`src/refresh_params.svh`:
```
// Holds register offsets, field positions, reset values and encodings for the refresh controller.
// Assumes inclusion by bare name from the package and the design module.
`ifndef REFRESH_PARAMS_SVH
`define REFRESH_PARAMS_SVH

// ----------------------------------------------------------------------------
// Register offsets
// ----------------------------------------------------------------------------
`define OFS_CONTROL_STATUS   3'h0
`define OFS_COUNT            3'h1
`define OFS_TIME_CONSTANT    3'h2
`define OFS_REFRESH_CONTROL  3'h3
`define OFS_ACCESS_STATE     3'h4
`define OFS_POWER_STATE      3'h5

// ----------------------------------------------------------------------------
// Field positions
// ----------------------------------------------------------------------------
`define CSR_FLAG_BIT         7
`define CSR_IRQ_EN_BIT       6
`define CSR_CKS_HI           5
`define CSR_CKS_LO           3
`define RFC_SELF_REFRESH_BIT 7
`define RFC_PSRAM_EN_BIT     6
`define RFC_DRAM_EN_BIT      5
`define RFC_DUAL_COLUMN_BIT  4
`define RFC_CYCLE_EN_BIT     2

// ----------------------------------------------------------------------------
// Reset values and encodings
// ----------------------------------------------------------------------------
`define RST_COUNT            8'h00
`define RST_TIME_CONSTANT    8'hFF
`define RST_CONTROL_STATUS   8'h00
`define RST_REFRESH_CONTROL  8'h00
`define CKS_HALTED           3'h0
`define REFRESH_STATES       2'h3

`endif

```
`src/refresh_pkg.sv`:
```
// Holds the types shared by the refresh controller and its bench.
// Assumes the parameter header is on the include path.
`include "refresh_params.svh"
package refresh_pkg;
    typedef enum logic [1:0] {
        mode_interval,
        mode_dram,
        mode_psram
    } mem_mode_t;

    typedef enum {
        st_idle,
        st_pending,
        st_wait_bus,
        st_cycle
    } refresh_state_t;
endpackage : refresh_pkg

```
`src/refresh_controller_interval_timer.sv`:
```
// Refresh controller for memory area 3: refresh timer, bus request and standby pin states.
// Assumes a wait state unit and pin pads sit outside; the bus grant priority is decided here.
`include "refresh_params.svh"
module refresh_controller_interval_timer #(
    parameter int PRESCALE_W = 14
) (
    input  wire logic                  i_clk,
    input  wire logic                  i_srst,
    input  wire logic [2:0]            i_addr,
    input  wire logic [7:0]            i_wdata,
    input  wire logic                  i_wr,
    input  wire logic                  i_rd,
    output logic      [7:0]            o_rdata,
    input  wire logic                  i_sleep,
    input  wire logic                  i_sw_standby,
    input  wire logic                  i_hw_standby,
    input  wire logic                  i_ext_master_req,
    input  wire logic                  i_dma_req,
    input  wire logic                  i_cpu_req,
    input  wire logic                  i_wait_req,
    output logic                       o_grant_ext,
    output logic                       o_grant_refresh,
    output logic                       o_grant_dma,
    output logic                       o_grant_cpu,
    output logic                       o_refresh_busy,
    output logic                       o_wait_allowed,
    output logic                       o_compare_interrupt,
    output logic                       o_upper_write_strobe,
    output logic                       o_upper_write_strobe_oe_n,
    output logic                       o_lower_write_strobe,
    output logic                       o_lower_write_strobe_oe_n,
    output logic                       o_read_strobe,
    output logic                       o_read_strobe_oe_n,
    output logic                       o_area3_select,
    output logic                       o_refresh_strobe,
    output refresh_pkg::mem_mode_t     o_mode
);
    import refresh_pkg::*;

    initial begin
        // The top clock select picks prescaler bit 13, so fewer bits cannot serve it.
        if (PRESCALE_W < 14 || PRESCALE_W > 16) begin
            $error("PRESCALE_W must lie between 14 and 16");
        end
    end

    // ------------------------------------------------------------------------
    // Registers
    // ------------------------------------------------------------------------
    logic [7:0]            refresh_timer_count;
    logic [7:0]            refresh_time_constant;
    logic                  compare_match_flag;
    logic                  compare_interrupt_enable;
    logic [2:0]            clock_select_field;
    logic [7:0]            refresh_control_reg;
    logic                  area3_three_state;
    logic [PRESCALE_W-1:0] prescaler;
    logic                  tap_prev;
    logic                  flag_seen;
    logic                  standby_prev;
    logic [1:0]            state_count;
    refresh_state_t        state;
    refresh_state_t        next_state;

    // ------------------------------------------------------------------------
    // Pin synchronisers
    // ------------------------------------------------------------------------
    // Pin inputs cross into the clock domain through two stages each.
    localparam int N_PINS = 5;
    logic [N_PINS-1:0] pin_raw;
    logic [N_PINS-1:0] pin_meta;
    logic [N_PINS-1:0] pin_sync;
    assign pin_raw = {i_sleep, i_sw_standby, i_hw_standby, i_ext_master_req, i_wait_req};

    genvar g;
    generate
        for (g = 0; g < N_PINS; g++) begin : g_pin_sync
            always_ff @(posedge i_clk) begin
                pin_meta[g] <= pin_raw[g];
                pin_sync[g] <= pin_meta[g];
            end
        end
    endgenerate
    wire sleep_s      = pin_sync[4];
    wire sw_standby   = pin_sync[3];
    wire hw_standby   = pin_sync[2];
    wire ext_req      = pin_sync[1];
    wire wait_req     = pin_sync[0];

    // ------------------------------------------------------------------------
    // Decode
    // ------------------------------------------------------------------------
    wire self_refresh_select = refresh_control_reg[`RFC_SELF_REFRESH_BIT];
    wire pseudo_sram_enable  = refresh_control_reg[`RFC_PSRAM_EN_BIT];
    wire dynamic_ram_enable  = refresh_control_reg[`RFC_DRAM_EN_BIT];
    wire dual_column_mode    = refresh_control_reg[`RFC_DUAL_COLUMN_BIT];
    wire dual_write_mode     = ~dual_column_mode;
    wire cycle_enable        = refresh_control_reg[`RFC_CYCLE_EN_BIT];
    wire mem_enabled         = pseudo_sram_enable | dynamic_ram_enable;
    wire config_locked       = mem_enabled;
    wire run                 = ~hw_standby & ~sw_standby;
    wire standby_entry       = sw_standby & ~standby_prev;

    function automatic logic hit(input logic [2:0] a);
        hit = (i_addr == a);
    endfunction

    wire wr_csr   = i_wr & hit(`OFS_CONTROL_STATUS) & ~config_locked;
    wire wr_cnt   = i_wr & hit(`OFS_COUNT);
    wire wr_cor   = i_wr & hit(`OFS_TIME_CONSTANT) & ~config_locked;
    wire wr_rfc   = i_wr & hit(`OFS_REFRESH_CONTROL) & ~config_locked;
    wire wr_ast   = i_wr & hit(`OFS_ACCESS_STATE);

    // Prescaler taps; select 0 halts, select n picks bit 2n-1.
    function automatic logic tap_of(input logic [2:0] sel, input logic [PRESCALE_W-1:0] p);
        logic [3:0] idx;
        idx    = {sel, 1'b0} - 4'h1;
        tap_of = (sel == `CKS_HALTED) ? 1'b0 : p[idx];
    endfunction

    // A switch from a high to a low or halted source looks like a falling edge.
    wire tap_now    = tap_of(clock_select_field, prescaler);
    wire count_tick = run & tap_prev & ~tap_now;
    wire at_match   = (refresh_timer_count == refresh_time_constant);
    wire match_raw  = count_tick & at_match;
    wire compare_match = match_raw & ~wr_cor;
    wire first_flag    = compare_match & ~flag_seen;

    // ------------------------------------------------------------------------
    // Counter, prescaler and status
    // ------------------------------------------------------------------------
    // The prescaler is held at zero during standby so that a restart begins a full period.
    always_ff @(posedge i_clk) begin
        if (i_srst) begin
            prescaler <= '0;
        end else if (run) begin
            prescaler <= prescaler + 1'b1;
        end else begin
            prescaler <= '0;
        end
    end

    always_ff @(posedge i_clk) begin
        if (i_srst) begin
            tap_prev <= 1'b0;
        end else begin
            tap_prev <= tap_now;
        end
    end

    always_ff @(posedge i_clk) begin
        if (i_srst) begin
            standby_prev <= 1'b0;
        end else begin
            standby_prev <= sw_standby;
        end
    end

    always_ff @(posedge i_clk) begin
        if (i_srst || standby_entry) begin
            refresh_timer_count <= `RST_COUNT;
        end else if (compare_match) begin
            refresh_timer_count <= `RST_COUNT;
        end else if (wr_cnt) begin
            refresh_timer_count <= i_wdata;
        end else if (count_tick) begin
            refresh_timer_count <= refresh_timer_count + 8'h01;
        end
    end

    // ------------------------------------------------------------------------
    // Configuration registers
    // ------------------------------------------------------------------------
    always_ff @(posedge i_clk) begin
        if (i_srst) begin
            refresh_time_constant <= `RST_TIME_CONSTANT;
        end else if (wr_cor) begin
            refresh_time_constant <= i_wdata;
        end
    end

    always_ff @(posedge i_clk) begin
        if (i_srst) begin
            clock_select_field <= `CKS_HALTED;
        end else if (wr_csr) begin
            clock_select_field <= i_wdata[`CSR_CKS_HI:`CSR_CKS_LO];
        end
    end

    always_ff @(posedge i_clk) begin
        if (i_srst) begin
            area3_three_state <= 1'b0;
        end else if (wr_ast) begin
            area3_three_state <= i_wdata[0];
        end
    end

    // Enable bits stay writable so software can release the lock.
    always_ff @(posedge i_clk) begin
        if (i_srst) begin
            refresh_control_reg <= `RST_REFRESH_CONTROL;
        end else if (wr_rfc) begin
            refresh_control_reg <= i_wdata;
        end else if (i_wr && hit(`OFS_REFRESH_CONTROL)) begin
            refresh_control_reg[`RFC_PSRAM_EN_BIT] <= i_wdata[`RFC_PSRAM_EN_BIT];
            refresh_control_reg[`RFC_DRAM_EN_BIT]  <= i_wdata[`RFC_DRAM_EN_BIT];
        end
    end

    // ------------------------------------------------------------------------
    // Compare match flag and interrupt enable
    // ------------------------------------------------------------------------
    // The flag sets over a clear in the same cycle; software clears by writing zero.
    always_ff @(posedge i_clk) begin
        if (i_srst || standby_entry) begin
            compare_match_flag <= 1'b0;
        end else if (compare_match) begin
            compare_match_flag <= 1'b1;
        end else if (wr_csr && !i_wdata[`CSR_FLAG_BIT]) begin
            compare_match_flag <= 1'b0;
        end
    end

    always_ff @(posedge i_clk) begin
        if (i_srst || standby_entry) begin
            compare_interrupt_enable <= 1'b0;
        end else if (wr_csr) begin
            compare_interrupt_enable <= i_wdata[`CSR_IRQ_EN_BIT];
        end
    end

    // ------------------------------------------------------------------------
    // Refresh sequencing and arbitration
    // ------------------------------------------------------------------------
    wire refresh_mode = mem_enabled & cycle_enable;
    wire bus_grant_refresh = ~ext_req;
    wire cycle_done = (state_count == `REFRESH_STATES - 2'h1) & ~(area3_three_state & wait_req);

    always_comb begin
        next_state = state;
        case (state)
            st_idle:     next_state = (refresh_mode && compare_match) ? st_pending : st_idle;
            st_pending:  next_state = compare_match ? st_wait_bus : st_pending;
            st_wait_bus: next_state = bus_grant_refresh ? st_cycle : st_wait_bus;
            st_cycle:    next_state = cycle_done ? st_pending : st_cycle;
            default:     next_state = st_idle;
        endcase
        if (!refresh_mode) next_state = st_idle;
    end

    // Any standby drops a pending request, so the first match afterwards only pends again.
    always_ff @(posedge i_clk) begin
        if (i_srst || standby_entry || !run) begin
            state <= st_idle;
        end else begin
            state <= next_state;
        end
    end

    always_ff @(posedge i_clk) begin
        if (i_srst || standby_entry || !run) begin
            flag_seen <= 1'b0;
        end else if (first_flag) begin
            flag_seen <= 1'b1;
        end
    end

    // A stalled refresh holds its state count, which is how wait states stretch the cycle.
    always_ff @(posedge i_clk) begin
        if (i_srst || standby_entry || !run || state != st_cycle) begin
            state_count <= 2'h0;
        end else if (!(area3_three_state && wait_req)) begin
            state_count <= state_count + 2'h1;
        end
    end

    wire refresh_req = (state == st_wait_bus) | (state == st_cycle);
    assign o_grant_ext     = ext_req;
    assign o_grant_refresh = ~ext_req & refresh_req;
    assign o_grant_dma     = ~ext_req & ~refresh_req & i_dma_req;
    assign o_grant_cpu     = ~ext_req & ~refresh_req & ~i_dma_req & i_cpu_req;
    assign o_refresh_busy  = (state == st_cycle);
    assign o_wait_allowed  = area3_three_state;
    assign o_compare_interrupt = ~mem_enabled & compare_match_flag & compare_interrupt_enable;
    assign o_mode = dynamic_ram_enable ? mode_dram : (pseudo_sram_enable ? mode_psram : mode_interval);

    // ------------------------------------------------------------------------
    // Standby pin states
    // ------------------------------------------------------------------------
    wire dram_sb  = sw_standby & dynamic_ram_enable;
    wire psram_sb = sw_standby & pseudo_sram_enable & ~dynamic_ram_enable;
    wire self_ref = self_refresh_select;
    wire dram_drv = dram_sb & self_ref;
    wire pins_parked = dram_sb | psram_sb;

    // Outside standby the strobes idle high and driven; the bus cycle logic owns them then.
    wire next_write_strobe   = dram_drv ? dual_write_mode : 1'b1;
    wire next_read_strobe    = dram_drv ? dual_column_mode : 1'b1;
    wire next_strobe_oe_n    = pins_parked ? ~dram_drv : 1'b0;
    wire next_area3_select   = ~dram_drv & ~o_refresh_busy;
    wire next_refresh_strobe = ~(pins_parked & self_ref) & ~o_refresh_busy;

    always_ff @(posedge i_clk) begin
        if (i_srst) begin
            o_upper_write_strobe      <= 1'b1;
            o_upper_write_strobe_oe_n <= 1'b1;
            o_lower_write_strobe      <= 1'b1;
            o_lower_write_strobe_oe_n <= 1'b1;
            o_read_strobe             <= 1'b1;
            o_read_strobe_oe_n        <= 1'b1;
            o_area3_select            <= 1'b1;
            o_refresh_strobe          <= 1'b1;
        end else begin
            o_upper_write_strobe      <= next_write_strobe;
            o_lower_write_strobe      <= next_write_strobe;
            o_read_strobe             <= next_read_strobe;
            o_upper_write_strobe_oe_n <= next_strobe_oe_n;
            o_lower_write_strobe_oe_n <= next_strobe_oe_n;
            o_read_strobe_oe_n        <= next_strobe_oe_n;
            o_area3_select            <= next_area3_select;
            o_refresh_strobe          <= next_refresh_strobe;
        end
    end

    // ------------------------------------------------------------------------
    // Read data
    // ------------------------------------------------------------------------
    // Read data are zero outside the answer cycle, so several slaves may share one return path.
    wire [7:0] csr_value = {compare_match_flag, compare_interrupt_enable, clock_select_field, 3'h0};
    wire [7:0] rd_mux =
        hit(`OFS_CONTROL_STATUS)  ? csr_value :
        hit(`OFS_COUNT)           ? refresh_timer_count :
        hit(`OFS_TIME_CONSTANT)   ? refresh_time_constant :
        hit(`OFS_REFRESH_CONTROL) ? refresh_control_reg :
        hit(`OFS_ACCESS_STATE)    ? {7'h00, area3_three_state} :
        hit(`OFS_POWER_STATE)     ? {5'h00, sleep_s, sw_standby, hw_standby} : 8'h00;

    always_ff @(posedge i_clk) begin
        if (i_srst) begin
            o_rdata <= 8'h00;
        end else begin
            o_rdata <= i_rd ? rd_mux : 8'h00;
        end
    end
endmodule : refresh_controller_interval_timer

```
`config.mk`:
```
export PLATFORM = sky130hd
export DESIGN_NAME = refresh_controller_interval_timer
export DESIGN_NICKNAME = d
export VERILOG_FILES = /design/src/refresh_pkg.sv /design/src/refresh_controller_interval_timer.sv
export VERILOG_INCLUDE_DIRS = /design/src
export SDC_FILE = /design/constraint.sdc
export NUM_CORES = 1
export LEC_CHECK = 0
export ABC_AREA = 1
export BUFFER_PORTS_ARGS = -buffer_cell sky130_fd_sc_hd__buf_2
export CAP_MARGIN = 10
export CORE_UTILIZATION = 55
export CTS_CLUSTER_DIAMETER = 120
export CTS_CLUSTER_SIZE = 14
export DETAILED_ROUTE_END_ITERATION = 6
export PLACE_DENSITY = 0.78
export SETUP_SLACK_MARGIN = 0.05
export SYNTH_ARGS = -nofsm -noshare
export SYNTH_HDL_FRONTEND = slang
export SYNTH_SLANG_ARGS = --single-unit
```
`constraint.sdc`:
```
create_clock -name i_clk -period 1.8 [get_ports i_clk]
set_input_delay 0.18 -clock i_clk [delete_from_list [all_inputs] [get_ports i_clk]]
set_output_delay 0.18 -clock i_clk [all_outputs]
set_load 0.005 [all_outputs]
```
==> metrics.txt <==
Mapped Cells around 440; achievable clock frequency around 600 MHz; Int Pwr ~2.4 mW; clk_skew 9.065 ps; Ports 47; Post-Route Setup TNS 0 ps; TritonCTS Buffers 9; Die W about 80 um; CTS H-tree depth 3; Req. time, crit path between 2000 and 2500 ps; Post-synth top flop dfxtp_1; Hold Path Stages 3; unrepaired setup endpoints after global routing yes; #FFs+latches synth 73; Min-Delay Path Class input port to flip-flop; MaxCap Viol Count 0; Seq/Total Area, Yosys 43.57%; top cell type's share of synthesized area a little over two fifths; largest net degree at the start of global routing 16; Biggest register prescaler; reg-to-reg endpoint state[0]; DRC Markers 0; Logic pwr share between 7 and 8%; worst vdd ir between 0.0005 and 0.0006 V; yosys warns 0; CTS root buf clkbuf_8; CTS max path bufs 2; hold_ws about 80 ps; mean post-synth cell area approximately 7.7 um^2; Seq pwr share a little over half; post-route setup slack between 100 and 150 ps; ys async rst share 0%; drt initial violations ~270; Placement Setup Slack around 150 ps; Slew @ Worst Pin ~600 ps; CP top delay family simple AND/OR/NAND/NOR gates; vias after detailed routing slightly below 3k; GRT Util Overall roughly 25%; Lkg Pwr 1.625 nW; clock-pin slew on the worst setup and hold paths 70 ps; pwr/cell area between 800 and 900 nW/um^2; R2R Setup Slk 130 ps; combined buffer and inverter count along the critical path 2; critical-path maximum fanout 6; antenna-violating nets left 0; synthesized net count roughly 470; commonest non-fill, non-tap cells in the layout nand2_1, dfxtp_1, buf_2; EDFF count, synth 0; first-pass GRT wire length between 10000 and 15000 um; initial core utilization around 57%; Cells after DPL 550; initial antenna violation count 0; PortBufs 46; Most common cell on crit path nand2_1; outcome finished, final reports clean; ANT cells 0; Layout area overhead 15.67%; hpwl dp around 5600 um; critical path cell sequence inv_2 -> ha_1 -> nor2_1 -> nor2_1 -> nand2_1 -> nand3_4 -> nand3_4 -> nand2_1 -> nand3_1 -> nand2_1 -> inv_1; synthesized cell area approximately 3400 um^2; clk_lat worst skew between 300 and 400 ps; Final Hold Violating Endpoints 0; final cell count without fillers 570; max incr delay on CP approximately 350 ps; RR Startpoint clock_select_field[0]; switch share between 20% and 30%; Pwr Total 3.198 mW; routed wire length about 7500 um; final cycle utilization of the critical path 92.55%; CP endpoint kind flip-flop; max FFs per register 14; CORE AREA ~5900 um^2; RePlAce Congestion 0.8974; Clk pwr share 40.1%; number of global-route vias before repair 2652; Sw Pwr between 700 and 800 uW; Hold EP refresh_time_constant[7]; CP startpoint clock_select_field[0]; hold path startpoint i_wdata[7]; clock sinks 73; largest area contributor in the netlist dfxtp_1; Setup Viol. Count Final 0; Rel. slew slack about three fifths; Setup CP Type flip-flop to flip-flop; Die Span Y 80.10 um; Final Max Slew Viols 0; Cell variety after synth 38; vias per inst 5.237; share of cells above drive strength 1 between 20 and 25%; nets 518; die footprint between 6000 and 7000 um^2; Routed WL per cell ~13 um; gr ovfl total 0; crit path DAT 1920 ps; synth top area cells dfxtp_1, nand2_1, nor2_1, inv_1, nand3_1; row cnt 28; Critical Path Start Type flip-flop; CTS tree yes; DP Area around 3600 um^2; reg2reg path depth 11; commonest non-fill, non-tap cell in the layout nand2_1; Layout Utilization around 66%; min Tclk post-route 1666 ps; drt first pass iters 4; Design Area, Final roughly 3900 um^2; Critical Path Slowest Stage Cell dfxtp_1
==> tightest hold or removal path, stage by stage <==
cell,delay [ps]
buf_2,120
nand2_1,60
nand3_1,50
==> how the worst max path moves through the flow <==
stage / to / slack (ps) / cells past startpoint
4_1_cts: refresh_timer_count[7] / 160 / 10
5_1_grt: state[0] / 40 / 11
2_1_floorplan: refresh_timer_count[4] / 230 / 10
3_3_place_gp: refresh_timer_count[6] / 240 / 10
6_report: state[0] / 130 / 11
3_5_place_dp: refresh_timer_count[7] / 150 / 10
==> repair_timing <==
action / 4_1_cts / 5_1_grt
hold buffers: 5 / 0
gates resized for setup: 0 / 3
hold endpoints to repair: 5 / 0
setup buffers: 0 / 0
endpoints found under the setup margin: 0 / 6
==> routing by layer <==
metal  vias up  share of wire, %  global-route usage [%]
li1       1521                 -                       -
met1      1351                45                   32.74
met2        97                46                   40.77
met3        16               6.1                   4.545
met4         0               2.2                   12.68
met5         -                 0                       0
==> cell type report <==
class	instances	area [um^2]
Clock buffer	11	141.4
Clock inverter	4	53.80
Fill cell	523	2006
Inverter	51	191.4
Multi-Input combinational cell	301	1628
Sequential cell	73	1461
Tap cell	75	93.84
Timing Repair Buffer	55	310.3
==> cells by family after synthesis <==
logic type / Yosys count / share of synthesized area (%)
adder cells (fa/ha/maj): 5 / 1.865
AO/OA/AOI/OAI: 80 / 14.02
XOR/XNOR: 13 / 3.394
flip-flops: 73 / 43.57
AND/OR/NAND/NOR: 203 / 28.65
buffers and inverters: 64 / 8.504
==> synthesized netlist by cell type (2+ instances only) <==
library cell / count
a21oi_1: 24
nand2_2: 3
nor2_4: 4
o21a_1: 2
nor3_1: 3
nand4_1: 2
nor4_1: 2
buf_2: 2
buf_6: 2
a21oi_2: 8
xor2_1: 10
inv_2: 7
inv_1: 44
buf_4: 7
nor2_1: 46
o21ai_1: 3
dfxtp_1: 73
nor2_2: 2
nand3_1: 29
or2_2: 2
nand2_1: 98
a22oi_1: 5
a31oi_1: 8
ha_1: 5
nand2_4: 6
o21ai_0: 26
nand3_4: 2
xnor2_1: 3
==> power by group through the flow <==
| stage | clock [mW] | combinational, mW | sequential, mW |
|---|---|---|---|
| floorplan | 0 | 0.148 | 1.71 |
| global placement | 0 | 0.223 | 1.71 |
| global route | 1.37 | 0.267 | 1.68 |
| finish | 1.28 | 0.242 | 1.67 |
| CTS | 1.30 | 0.239 | 1.67 |
| detailed placement | 0 | 0.230 | 1.71 |
(Power assumes the default switching activity.)
